## src/hdl/scd_pkg.sv

```systemverilog
// register map, field layout and carriers of the clock select and divide block
`default_nettype none
package scd_pkg;
    // printed offsets are register indices; byte address is four times the index
    localparam logic [11:0] SRC_DIV_INDEX      = 12'h0a9;
    localparam logic [11:0] SLOW_CTRL_INDEX    = 12'h0b1;
    localparam logic [11:0] FAST_TRIM_INDEX    = 12'h0c7;
    localparam logic [11:0] SRC_DIV_ADDR       = 12'(SRC_DIV_INDEX * 4);
    localparam logic [11:0] SLOW_CTRL_ADDR     = 12'(SLOW_CTRL_INDEX * 4);
    localparam logic [11:0] FAST_TRIM_ADDR     = 12'(FAST_TRIM_INDEX * 4);
    // clock_source_and_divider fields
    localparam int          DIV_LSB            = 4;
    localparam int          DIV_MSB            = 6;
    localparam int          SRC_LSB            = 0;
    localparam int          SRC_MSB            = 1;
    localparam logic [2:0]  DIV_RESET          = 3'h3;
    localparam logic [1:0]  SRC_RESET          = 2'h0;
    localparam logic [7:0]  SRC_DIV_WMASK      = 8'h73;
    // slow_osc_control fields, then the source field codes
    localparam int          SLOW_EN_BIT        = 7;
    localparam int          SLOW_SETTLED_BIT   = 6;
    localparam int          TUNE_LSB           = 2;
    localparam int          TUNE_MSB           = 5;
    localparam int          SLDIV_LSB          = 0;
    localparam int          SLDIV_MSB          = 1;
    localparam logic [1:0]  SLDIV_RESET        = 2'h0;
    localparam logic [1:0]  SRC_FAST           = 2'h0;
    localparam logic [1:0]  SRC_EXT            = 2'h1;
    localparam logic [1:0]  SRC_SLOW           = 2'h2;
    typedef struct packed {
        logic [11:0] paddr;
        logic        psel;
        logic        penable;
        logic        pwrite;
        logic [31:0] pwdata;
    } scd_apb_req_t;
    typedef struct packed {
        logic [31:0] prdata;
        logic        pready;
        logic        pslverr;
    } scd_apb_rsp_t;
endpackage
`default_nettype wire

```

## src/hdl/scd_clock_select.sv

```systemverilog
// system clock source select, programmable divider, slow oscillator divider and capture
// How it works
// - reset selects the fast oscillator divided by eight
// - divider field bits 6:4 divides the source by two to the code
// - source field bits 1:0 picks fast, external pin or slow oscillator
// - source may change while running; software picks only settled sources
// - a new divider setting is accepted at any time
// - the external pin is resynchronised to the system clock
// - the fast oscillator is enabled automatically whenever it is requested
// - software writes the fast oscillator trim register
// - slow oscillator has its own divider by 1, 2, 4 or 8
// - a tuning field coarsely adjusts the slow oscillator frequency
// - slow oscillator selectable right after the write that enables it
// - each slow output falling edge in capture mode pulses a capture event
// - external pin serves as core clock or as a peripheral clock
// - trim 0x00 fastest, 0xff slowest, factory value back on reset
// - read-only bit 6 reads one when the slow oscillator has settled
// - slow tuning is a four-bit read-write field at bits 5:2
//
// Added by the designer: the APB register port.
`default_nettype none
module scd_clock_select #(
    parameter logic [7:0] TRIM_FACTORY = 8'h80,
    parameter logic [3:0] TUNE_FACTORY = 4'h8
) (
    input  wire logic                  core_clk,
    input  wire logic                  rst_b,
    input  wire scd_pkg::scd_apb_req_t apbReq,
    output var  scd_pkg::scd_apb_rsp_t apbRsp,
    input  wire logic                  fastInternalOsc,
    input  wire logic                  slowInternalOsc,
    input  wire logic                  externalClockPin,
    input  wire logic                  slowOscSettled,
    input  wire logic                  fastOscPeriphRequest,
    input  wire logic                  slowCaptureMode,
    output logic                       systemClockOut,
    output logic                       fastOscEnable,
    output logic [7:0]                 fastOscTrim,
    output logic                       slowOscEnable,
    output logic [3:0]                 slowOscTune,
    output logic                       slowOscDivided,
    output logic                       externalClockSync,
    output logic                       slowCaptureEvent
);
    typedef struct packed {
        logic [31:0] prdata;
        logic        pready;
        logic        pslverr;
        logic [2:0]  divSetting;
        logic [1:0]  srcChoice;
        logic [2:0]  activeDiv;
        logic [1:0]  activeSrc;
        logic [7:0]  trim;
        logic        slowEn;
        logic [3:0]  tune;
        logic [1:0]  slowDiv;
        logic [2:0]  slowCnt;
        logic        slowPrev;
        logic        slowOut;
        logic        slowOutPrev;
        logic        capture;
        logic        extMeta;
        logic        extSync;
        logic        srcPrev;
        logic [6:0]  sysCnt;
        logic        sysOut;
        logic        fastEn;
    } scd_state_t;

    scd_state_t cur;
    scd_state_t next_cur;

    // the state fields are sized for the package field layout
    if (scd_pkg::DIV_MSB - scd_pkg::DIV_LSB != 2 || scd_pkg::SRC_MSB - scd_pkg::SRC_LSB != 1
        || scd_pkg::TUNE_MSB - scd_pkg::TUNE_LSB != 3
        || scd_pkg::SLDIV_MSB - scd_pkg::SLDIV_LSB != 1) begin : gBadParam
        $error("scd_clock_select: field layout does not fit the state");
    end

    // edges of the selected source between two toggles of the output
    function automatic logic [6:0] halfMask(input logic [2:0] n);
        halfMask = (n == 3'h0) ? 7'h00 : 7'((8'h01 << (n - 3'h1)) - 8'h01);
    endfunction

    function automatic logic [7:0] selectRead(input scd_state_t s);
        selectRead = 8'h00;
        selectRead[scd_pkg::DIV_MSB:scd_pkg::DIV_LSB] = s.divSetting;
        selectRead[scd_pkg::SRC_MSB:scd_pkg::SRC_LSB] = s.srcChoice;
    endfunction

    // register picked by an apb byte address
    typedef enum {
        SCD_REG_SRC_DIV,
        SCD_REG_SLOW_CTRL,
        SCD_REG_FAST_TRIM,
        SCD_REG_NONE
    } scd_reg_t;

    function automatic scd_reg_t decodeReg(input logic [11:0] addr);
        case (addr)
            scd_pkg::SRC_DIV_ADDR: begin
                decodeReg = SCD_REG_SRC_DIV;
            end
            scd_pkg::SLOW_CTRL_ADDR: begin
                decodeReg = SCD_REG_SLOW_CTRL;
            end
            scd_pkg::FAST_TRIM_ADDR: begin
                decodeReg = SCD_REG_FAST_TRIM;
            end
            default: begin
                decodeReg = SCD_REG_NONE;
            end
        endcase
    endfunction

    // source codes other than external and slow run from the fast oscillator
    function automatic logic isFastSrc(input logic [1:0] src);
        isFastSrc = (src != scd_pkg::SRC_EXT) && (src != scd_pkg::SRC_SLOW);
    endfunction

    // tap of the slow oscillator divider for a divider code
    function automatic logic slowTap(input logic [1:0] code, input logic raw, input logic [2:0] cnt);
        case (code)
            2'h0: begin
                slowTap = raw;
            end
            2'h1: begin
                slowTap = cnt[0];
            end
            2'h2: begin
                slowTap = cnt[1];
            end
            default: begin
                slowTap = cnt[2];
            end
        endcase
    endfunction

    // slow control read image; the settled flag comes from the oscillator
    function automatic logic [7:0] slowRead(input scd_state_t s, input logic settled);
        slowRead = 8'h00;
        slowRead[scd_pkg::SLOW_EN_BIT] = s.slowEn;
        slowRead[scd_pkg::SLOW_SETTLED_BIT] = settled;
        slowRead[scd_pkg::TUNE_MSB:scd_pkg::TUNE_LSB] = s.tune;
        slowRead[scd_pkg::SLDIV_MSB:scd_pkg::SLDIV_LSB] = s.slowDiv;
    endfunction

    logic     srcLevel;
    logic     srcRise;
    logic     setupCycle;
    logic     writeAccess;
    scd_reg_t regSel;

    // apb phases and the register that the address picks
    always_comb begin
        setupCycle = apbReq.psel && !apbReq.penable;
        // a write is taken at the access edge, while pready stands
        writeAccess = apbReq.psel && apbReq.penable && cur.pready && apbReq.pwrite;
        regSel = decodeReg(apbReq.paddr);
    end

    always_comb begin
        case (cur.activeSrc)
            scd_pkg::SRC_EXT:  srcLevel = cur.extSync;
            scd_pkg::SRC_SLOW: srcLevel = cur.slowOut;
            default:           srcLevel = fastInternalOsc;
        endcase
        srcRise = srcLevel & ~cur.srcPrev;
    end

    always_comb begin
        next_cur = cur;
        next_cur.capture = 1'b0;
        // apb slave: one access cycle, answered by a registered pready
        next_cur.pready = 1'b0;
        if (setupCycle) begin
            next_cur.pready = 1'b1;
            next_cur.pslverr = 1'b0;
            next_cur.prdata = 32'h0000_0000;
            case (regSel)
                SCD_REG_SRC_DIV: begin
                    next_cur.prdata[7:0] = selectRead(cur);
                end
                SCD_REG_SLOW_CTRL: begin
                    next_cur.prdata[7:0] = slowRead(cur, slowOscSettled);
                end
                SCD_REG_FAST_TRIM: begin
                    next_cur.prdata[7:0] = cur.trim;
                end
                default: begin
                    next_cur.pslverr = 1'b1;
                end
            endcase
        end
        if (writeAccess) begin
            case (regSel)
                SCD_REG_SRC_DIV: begin
                    next_cur.divSetting = apbReq.pwdata[scd_pkg::DIV_MSB:scd_pkg::DIV_LSB];
                    next_cur.srcChoice = apbReq.pwdata[scd_pkg::SRC_MSB:scd_pkg::SRC_LSB];
                end
                SCD_REG_SLOW_CTRL: begin
                    // enable takes effect with no start-up wait
                    next_cur.slowEn = apbReq.pwdata[scd_pkg::SLOW_EN_BIT];
                    next_cur.tune = apbReq.pwdata[scd_pkg::TUNE_MSB:scd_pkg::TUNE_LSB];
                    next_cur.slowDiv = apbReq.pwdata[scd_pkg::SLDIV_MSB:scd_pkg::SLDIV_LSB];
                end
                SCD_REG_FAST_TRIM: begin
                    next_cur.trim = apbReq.pwdata[7:0];
                end
                default: begin
                    // unmapped writes are dropped
                end
            endcase
        end

        // two-flop resynchroniser of the external pin
        next_cur.extMeta = externalClockPin;
        next_cur.extSync = cur.extMeta;

        next_cur.slowPrev = slowInternalOsc;
        if (slowInternalOsc && !cur.slowPrev) begin
            next_cur.slowCnt = cur.slowCnt + 3'h1;
        end
        next_cur.slowOut = slowTap(cur.slowDiv, slowInternalOsc, cur.slowCnt);
        // capture pulse on falling edge of divided slow output
        next_cur.slowOutPrev = cur.slowOut;
        next_cur.capture = slowCaptureMode && cur.slowOutPrev && !cur.slowOut;

        // divide by two to the code
        next_cur.srcPrev = srcLevel;
        if (cur.activeDiv == 3'h0) begin
            next_cur.sysOut = srcLevel;
            // switch only at the end of a full low phase
            if (srcRise && !cur.sysOut) begin
                next_cur.activeDiv = cur.divSetting;
                next_cur.activeSrc = cur.srcChoice;
                next_cur.sysCnt = 7'h00;
            end
        end else if (srcRise) begin
            if ((cur.sysCnt & halfMask(cur.activeDiv)) == halfMask(cur.activeDiv)) begin
                next_cur.sysCnt = 7'h00;
                next_cur.sysOut = ~cur.sysOut;
                // new settings adopted as a full low phase ends
                if (!cur.sysOut) begin
                    next_cur.activeDiv = cur.divSetting;
                    next_cur.activeSrc = cur.srcChoice;
                    if (cur.divSetting == 3'h0) begin
                        next_cur.sysOut = 1'b0;
                    end
                end
            end else begin
                next_cur.sysCnt = cur.sysCnt + 7'h01;
            end
        end

        next_cur.fastEn = isFastSrc(cur.activeSrc)
                          || isFastSrc(cur.srcChoice)
                          || fastOscPeriphRequest;
    end

    always_ff @(posedge core_clk or negedge rst_b) begin
        if (!rst_b) begin
            cur <= '0;
            cur.divSetting <= scd_pkg::DIV_RESET;
            cur.activeDiv <= scd_pkg::DIV_RESET;
            cur.srcChoice <= scd_pkg::SRC_RESET;
            cur.activeSrc <= scd_pkg::SRC_RESET;
            cur.trim <= TRIM_FACTORY;
            cur.tune <= TUNE_FACTORY;
            cur.slowDiv <= scd_pkg::SLDIV_RESET;
            cur.fastEn <= 1'b1;
        end else begin
            cur <= next_cur;
        end
    end

    // external pin offered to peripherals when resynchronised
    assign externalClockSync = cur.extSync;
    assign apbRsp = '{prdata: cur.prdata, pready: cur.pready, pslverr: cur.pslverr};
    assign systemClockOut = cur.sysOut;
    assign fastOscEnable = cur.fastEn;
    assign fastOscTrim = cur.trim;
    assign slowOscEnable = cur.slowEn;
    // coarse tuning driven to the oscillator
    assign slowOscTune = cur.tune;
    assign slowOscDivided = cur.slowOut;
    assign slowCaptureEvent = cur.capture;
endmodule
`default_nettype wire

```

## config.mk

```make
export PLATFORM = sky130hd
export DESIGN_NAME = scd_clock_select
export DESIGN_NICKNAME = d
export VERILOG_FILES = /design/src/hdl/scd_pkg.sv /design/src/hdl/scd_clock_select.sv
export SDC_FILE = /design/constraint.sdc
export NUM_CORES = 1
export LEC_CHECK = 0
export ABC_AREA = 1
export BUFFER_PORTS_ARGS = -buffer_cell sky130_fd_sc_hd__buf_2
export CAP_MARGIN = 15
export CORE_MARGIN = 5
export CORE_UTILIZATION = 54
export DETAILED_ROUTE_END_ITERATION = 6
export PLACE_DENSITY = 0.88
export SKIP_CTS_REPAIR_TIMING = 1
export SLEW_MARGIN = 10
export SYNTH_ARGS = -nofsm -noshare
export SYNTH_HDL_FRONTEND = slang
export SYNTH_SLANG_ARGS = --single-unit
```

## constraint.sdc

```tcl
create_clock -name core_clk -period 5.2 [get_ports core_clk]
set_input_delay 0.78 -clock core_clk [delete_from_list [all_inputs] [get_ports core_clk]]
set_output_delay 0.78 -clock core_clk [all_outputs]
set_load 0.01 [all_outputs]
```

==> results.sh <==
export IMPL_synth_seq_area_share_pct=43.41
export IMPL_ys_top_cells_by_area="dfrtp_1 38%, nand2_1 15%, buf_4 11%"
export IMPL_coreArea_um2=5574
export IMPL_finalSetupTns_ns=0
export IMPL_ir_worst_vdd_v=0.0002272
export IMPL_fmax_mhz=496.3
export IMPL_antenna_found_initial=0
export IMPL_p_total_w=0.0008006
export IMPL_vias_per_cell=4.816
export IMPL_area_growth_pct=5.990
export IMPL_routed_wl_um=6082
export IMPL_cp_start_kind="register"
export IMPL_final_util_pct=59.57
export IMPL_synth_edf_count=0
export IMPL_arrival_ns=2.23
export IMPL_rsz0062_at_grt="no"
export IMPL_hold_path_class="register to register"
export IMPL_synth_cell_types=35
export IMPL_post_drt_wl_per_cell_um=12.02
export IMPL_p_leak_nw=1.833
export IMPL_clkSinkCount=54
export IMPL_whs_ns=0.3553
export IMPL_reg2reg_slack_ns=3.19
export IMPL_max_stage_delay_ns=0.67
export IMPL_critPathRequiredTime_ns=5.41
export IMPL_final_nets=497
export IMPL_async_flop_share_pct=100.0
export IMPL_top_level_ports=107
export IMPL_hold_path_cell_count=0
export IMPL_slew_violations=0
export IMPL_io_buffers=58
export IMPL_min_from="cur[11]"
export IMPL_drc=0
export IMPL_worstPathCellList="inv_2 > ha_1 > inv_1 > nand2_1 > nand2_1 > a21oi_2 > nand3_2 > nand2_4 > nand2_2 > nand2_1 > nand2_1"
export IMPL_drive_above_1_share_pct=21.66
export IMPL_clk_latency_ns=0.31
export IMPL_fp_dieW_um=86.17
export IMPL_die_area_um2=7425
export IMPL_postSynthAreaPerCell_um2=7.912
export IMPL_worst_path_most_repeated_cell="nand2_1"
export IMPL_synth_ff_type="dfrtp_1"
export IMPL_drtPass1Iterations=5
export IMPL_cts_max_level=2
export IMPL_track_usage_pct=17.02
export IMPL_root_buffer="clkbuf_8"
export IMPL_worst_slew_pin_slew_ns=0.6761
export IMPL_diodes=0
export IMPL_place_ws_ns=3.031
export IMPL_synth_top_area_share_pct=37.54
export IMPL_initial_core_util_pct=56.21
export IMPL_synth_seq_cells=54
export IMPL_std_cell_rows=27
export IMPL_timing_rr_end="cur[34]"
export IMPL_cts_clk_slew_worst_paths_ns=0.10
export IMPL_tritoncts="yes"
export IMPL_cts_inserted_buffers=5
export IMPL_ant_nets=0
export IMPL_setup_slack_ns=3.185
export IMPL_grt_max_degree=55
export IMPL_end_kind="register"
export IMPL_cts_max_path_buffers=2
export IMPL_hold_viol=0
export IMPL_relSlewSlack_pct=54.93
export IMPL_period_share_pct=38.75
export IMPL_skew_ns=0.007634
export IMPL_fill_cells=497
export IMPL_path_buf_inv=2
export IMPL_yosys_warnings=0
export IMPL_hpwl_um=4695
export IMPL_die_h_um=86.17
export IMPL_setup_violations=0
export IMPL_routabilityCongestion=0.8623
export IMPL_worst_hold_path_endpoint="externalClockSync"
export IMPL_r2r_start="cur[37]"
export IMPL_worst_path_stages=11
export IMPL_rr_worst_depth=11
export IMPL_vias=2437
export IMPL_cp_max_fo=15
export IMPL_path_class="register to register"
export IMPL_cp_slowest_cell="dfstp_2"
export IMPL_synthesis_area_um2=3133
export IMPL_maxCapViolCount=0
export IMPL_power_density_nw_per_um2=241.1
export IMPL_grt_pass1_vias=2330
export IMPL_drt_iter0_markers=98
export IMPL_grt_pass1_wl_um=10250
export IMPL_grt_overflow=0
export IMPL_synth_top_area_cell="dfrtp_1"
export IMPL_netlist_instances=396
export IMPL_min_period_ns=2.015
export IMPL_cp_top_family="flip-flops"
export IMPL_outcome="complete, no violations"
## layout by cell type (no fill, tap or decap), types with 2 or more instances in the layout
master,n
dfrtp_1,47
buf_2,58
dfstp_2,7
inv_2,3
nor2_2,3
a21oi_2,2
nand2_1,129
nand2_2,2
conb_1,24
nor3_1,4
nand3b_2,2
nor3_2,2
nand3_2,2
o21ai_0,15
a21oi_1,9
nor2_1,18
clkinvlp_4,2
clkbuf_8,5
nand3_1,24
ha_1,9
nand4_1,4
o21ai_1,12
nand2_4,2
inv_1,37
## report_power, final
part,switching (W),internal [W],total (W)
clock network,0.000140,0.000143,0.000283
registers,0.0000111,0.000436,0.000447
logic,0.0000444,0.0000255,0.0000699
## Yosys cell counts, types with 2 or more instances
master / count
dfrtp_1: 47
buf_2: 2
nand3b_2: 2
a21oi_2: 2
dfstp_2: 7
o21ai_1: 12
buf_6: 2
nand2_4: 2
inv_2: 3
nand2_1: 129
buf_4: 47
ha_1: 9
a21oi_1: 9
nand3_2: 2
nand2_2: 2
o21ai_0: 15
nor3_1: 4
inv_1: 37
nor2_2: 3
nor3_2: 2
nand4_1: 4
nand3_1: 24
nor2_1: 18
## through the flow
step	instances	cell area [um2]
2_1_floorplan	419	3219
3_3_place_gp	498	3207
3_5_place_dp	498	3207
4_1_cts	506	3321
5_1_grt	506	3321
6_report	506	3321
## kinds of logic after synthesis
family,share of synthesized area [%]
XOR/XNOR,0.5592
AND/OR/NAND/NOR,27.40
AO/OA/AOI/OAI,7.029
adder cells (fa/ha/maj),3.594
other,0.1197
flip-flops,43.41
buffers and inverters,17.89
## routing by layer
metal	up-vias	part of all wire [%]	track usage, %	wire (um)
met3	11	5.4	4.087	331
met4	0	1.5	4.391	91
li1	1251	-	-	-
met1	1109	43	21.67	2602
met2	66	50	29.15	3058
met5	-	0	0	0
## cell type report
| cell class | instances | area [um2] | area share (%) |
|---|---|---|---|
| Sequential cell | 54 | 1360 | 40.96 |
| Clock inverter | 3 | 45.04 | 1.356 |
| Clock buffer | 5 | 68.82 | 2.072 |
| Multi-Input combinational cell | 271 | 1299 | 39.11 |
| Tap cell | 72 | 90.09 | 2.713 |
| Inverter | 42 | 160.2 | 4.823 |
| Timing Repair Buffer | 59 | 297.8 | 8.968 |
## worst max-delay path by stage
stage          startpoint        end
3_5_place_dp   apbReq[46]  apbRsp[3]
5_1_grt           cur[37]    cur[35]
6_report          cur[37]    cur[34]
2_1_floorplan  apbReq[46]  apbRsp[3]
3_3_place_gp   apbReq[46]  apbRsp[6]
4_1_cts           cur[37]    cur[34]
## worst register-to-register path: stages, from the launching register on
cell and delay, ns:
dfstp_2 0.67, inv_2 0.08, ha_1 0.31, inv_1 0.05, nand2_1 0.07, nand2_1 0.06
a21oi_2 0.16, nand3_2 0.10, nand2_4 0.16, nand2_2 0.12, nand2_1 0.09, nand2_1 0.05
## state kept, by name (all words and copies together) (netlist names)
name / count
fastOscEnable: 1
slowCaptureEvent: 1
slowOscTune: 4
apbRsp: 10
slowOscDivided: 1
externalClockSync: 1
slowOscEnable: 1
systemClockOut: 1
fastOscTrim: 8
cur: 26
Power figures use the tool's default switching activity.
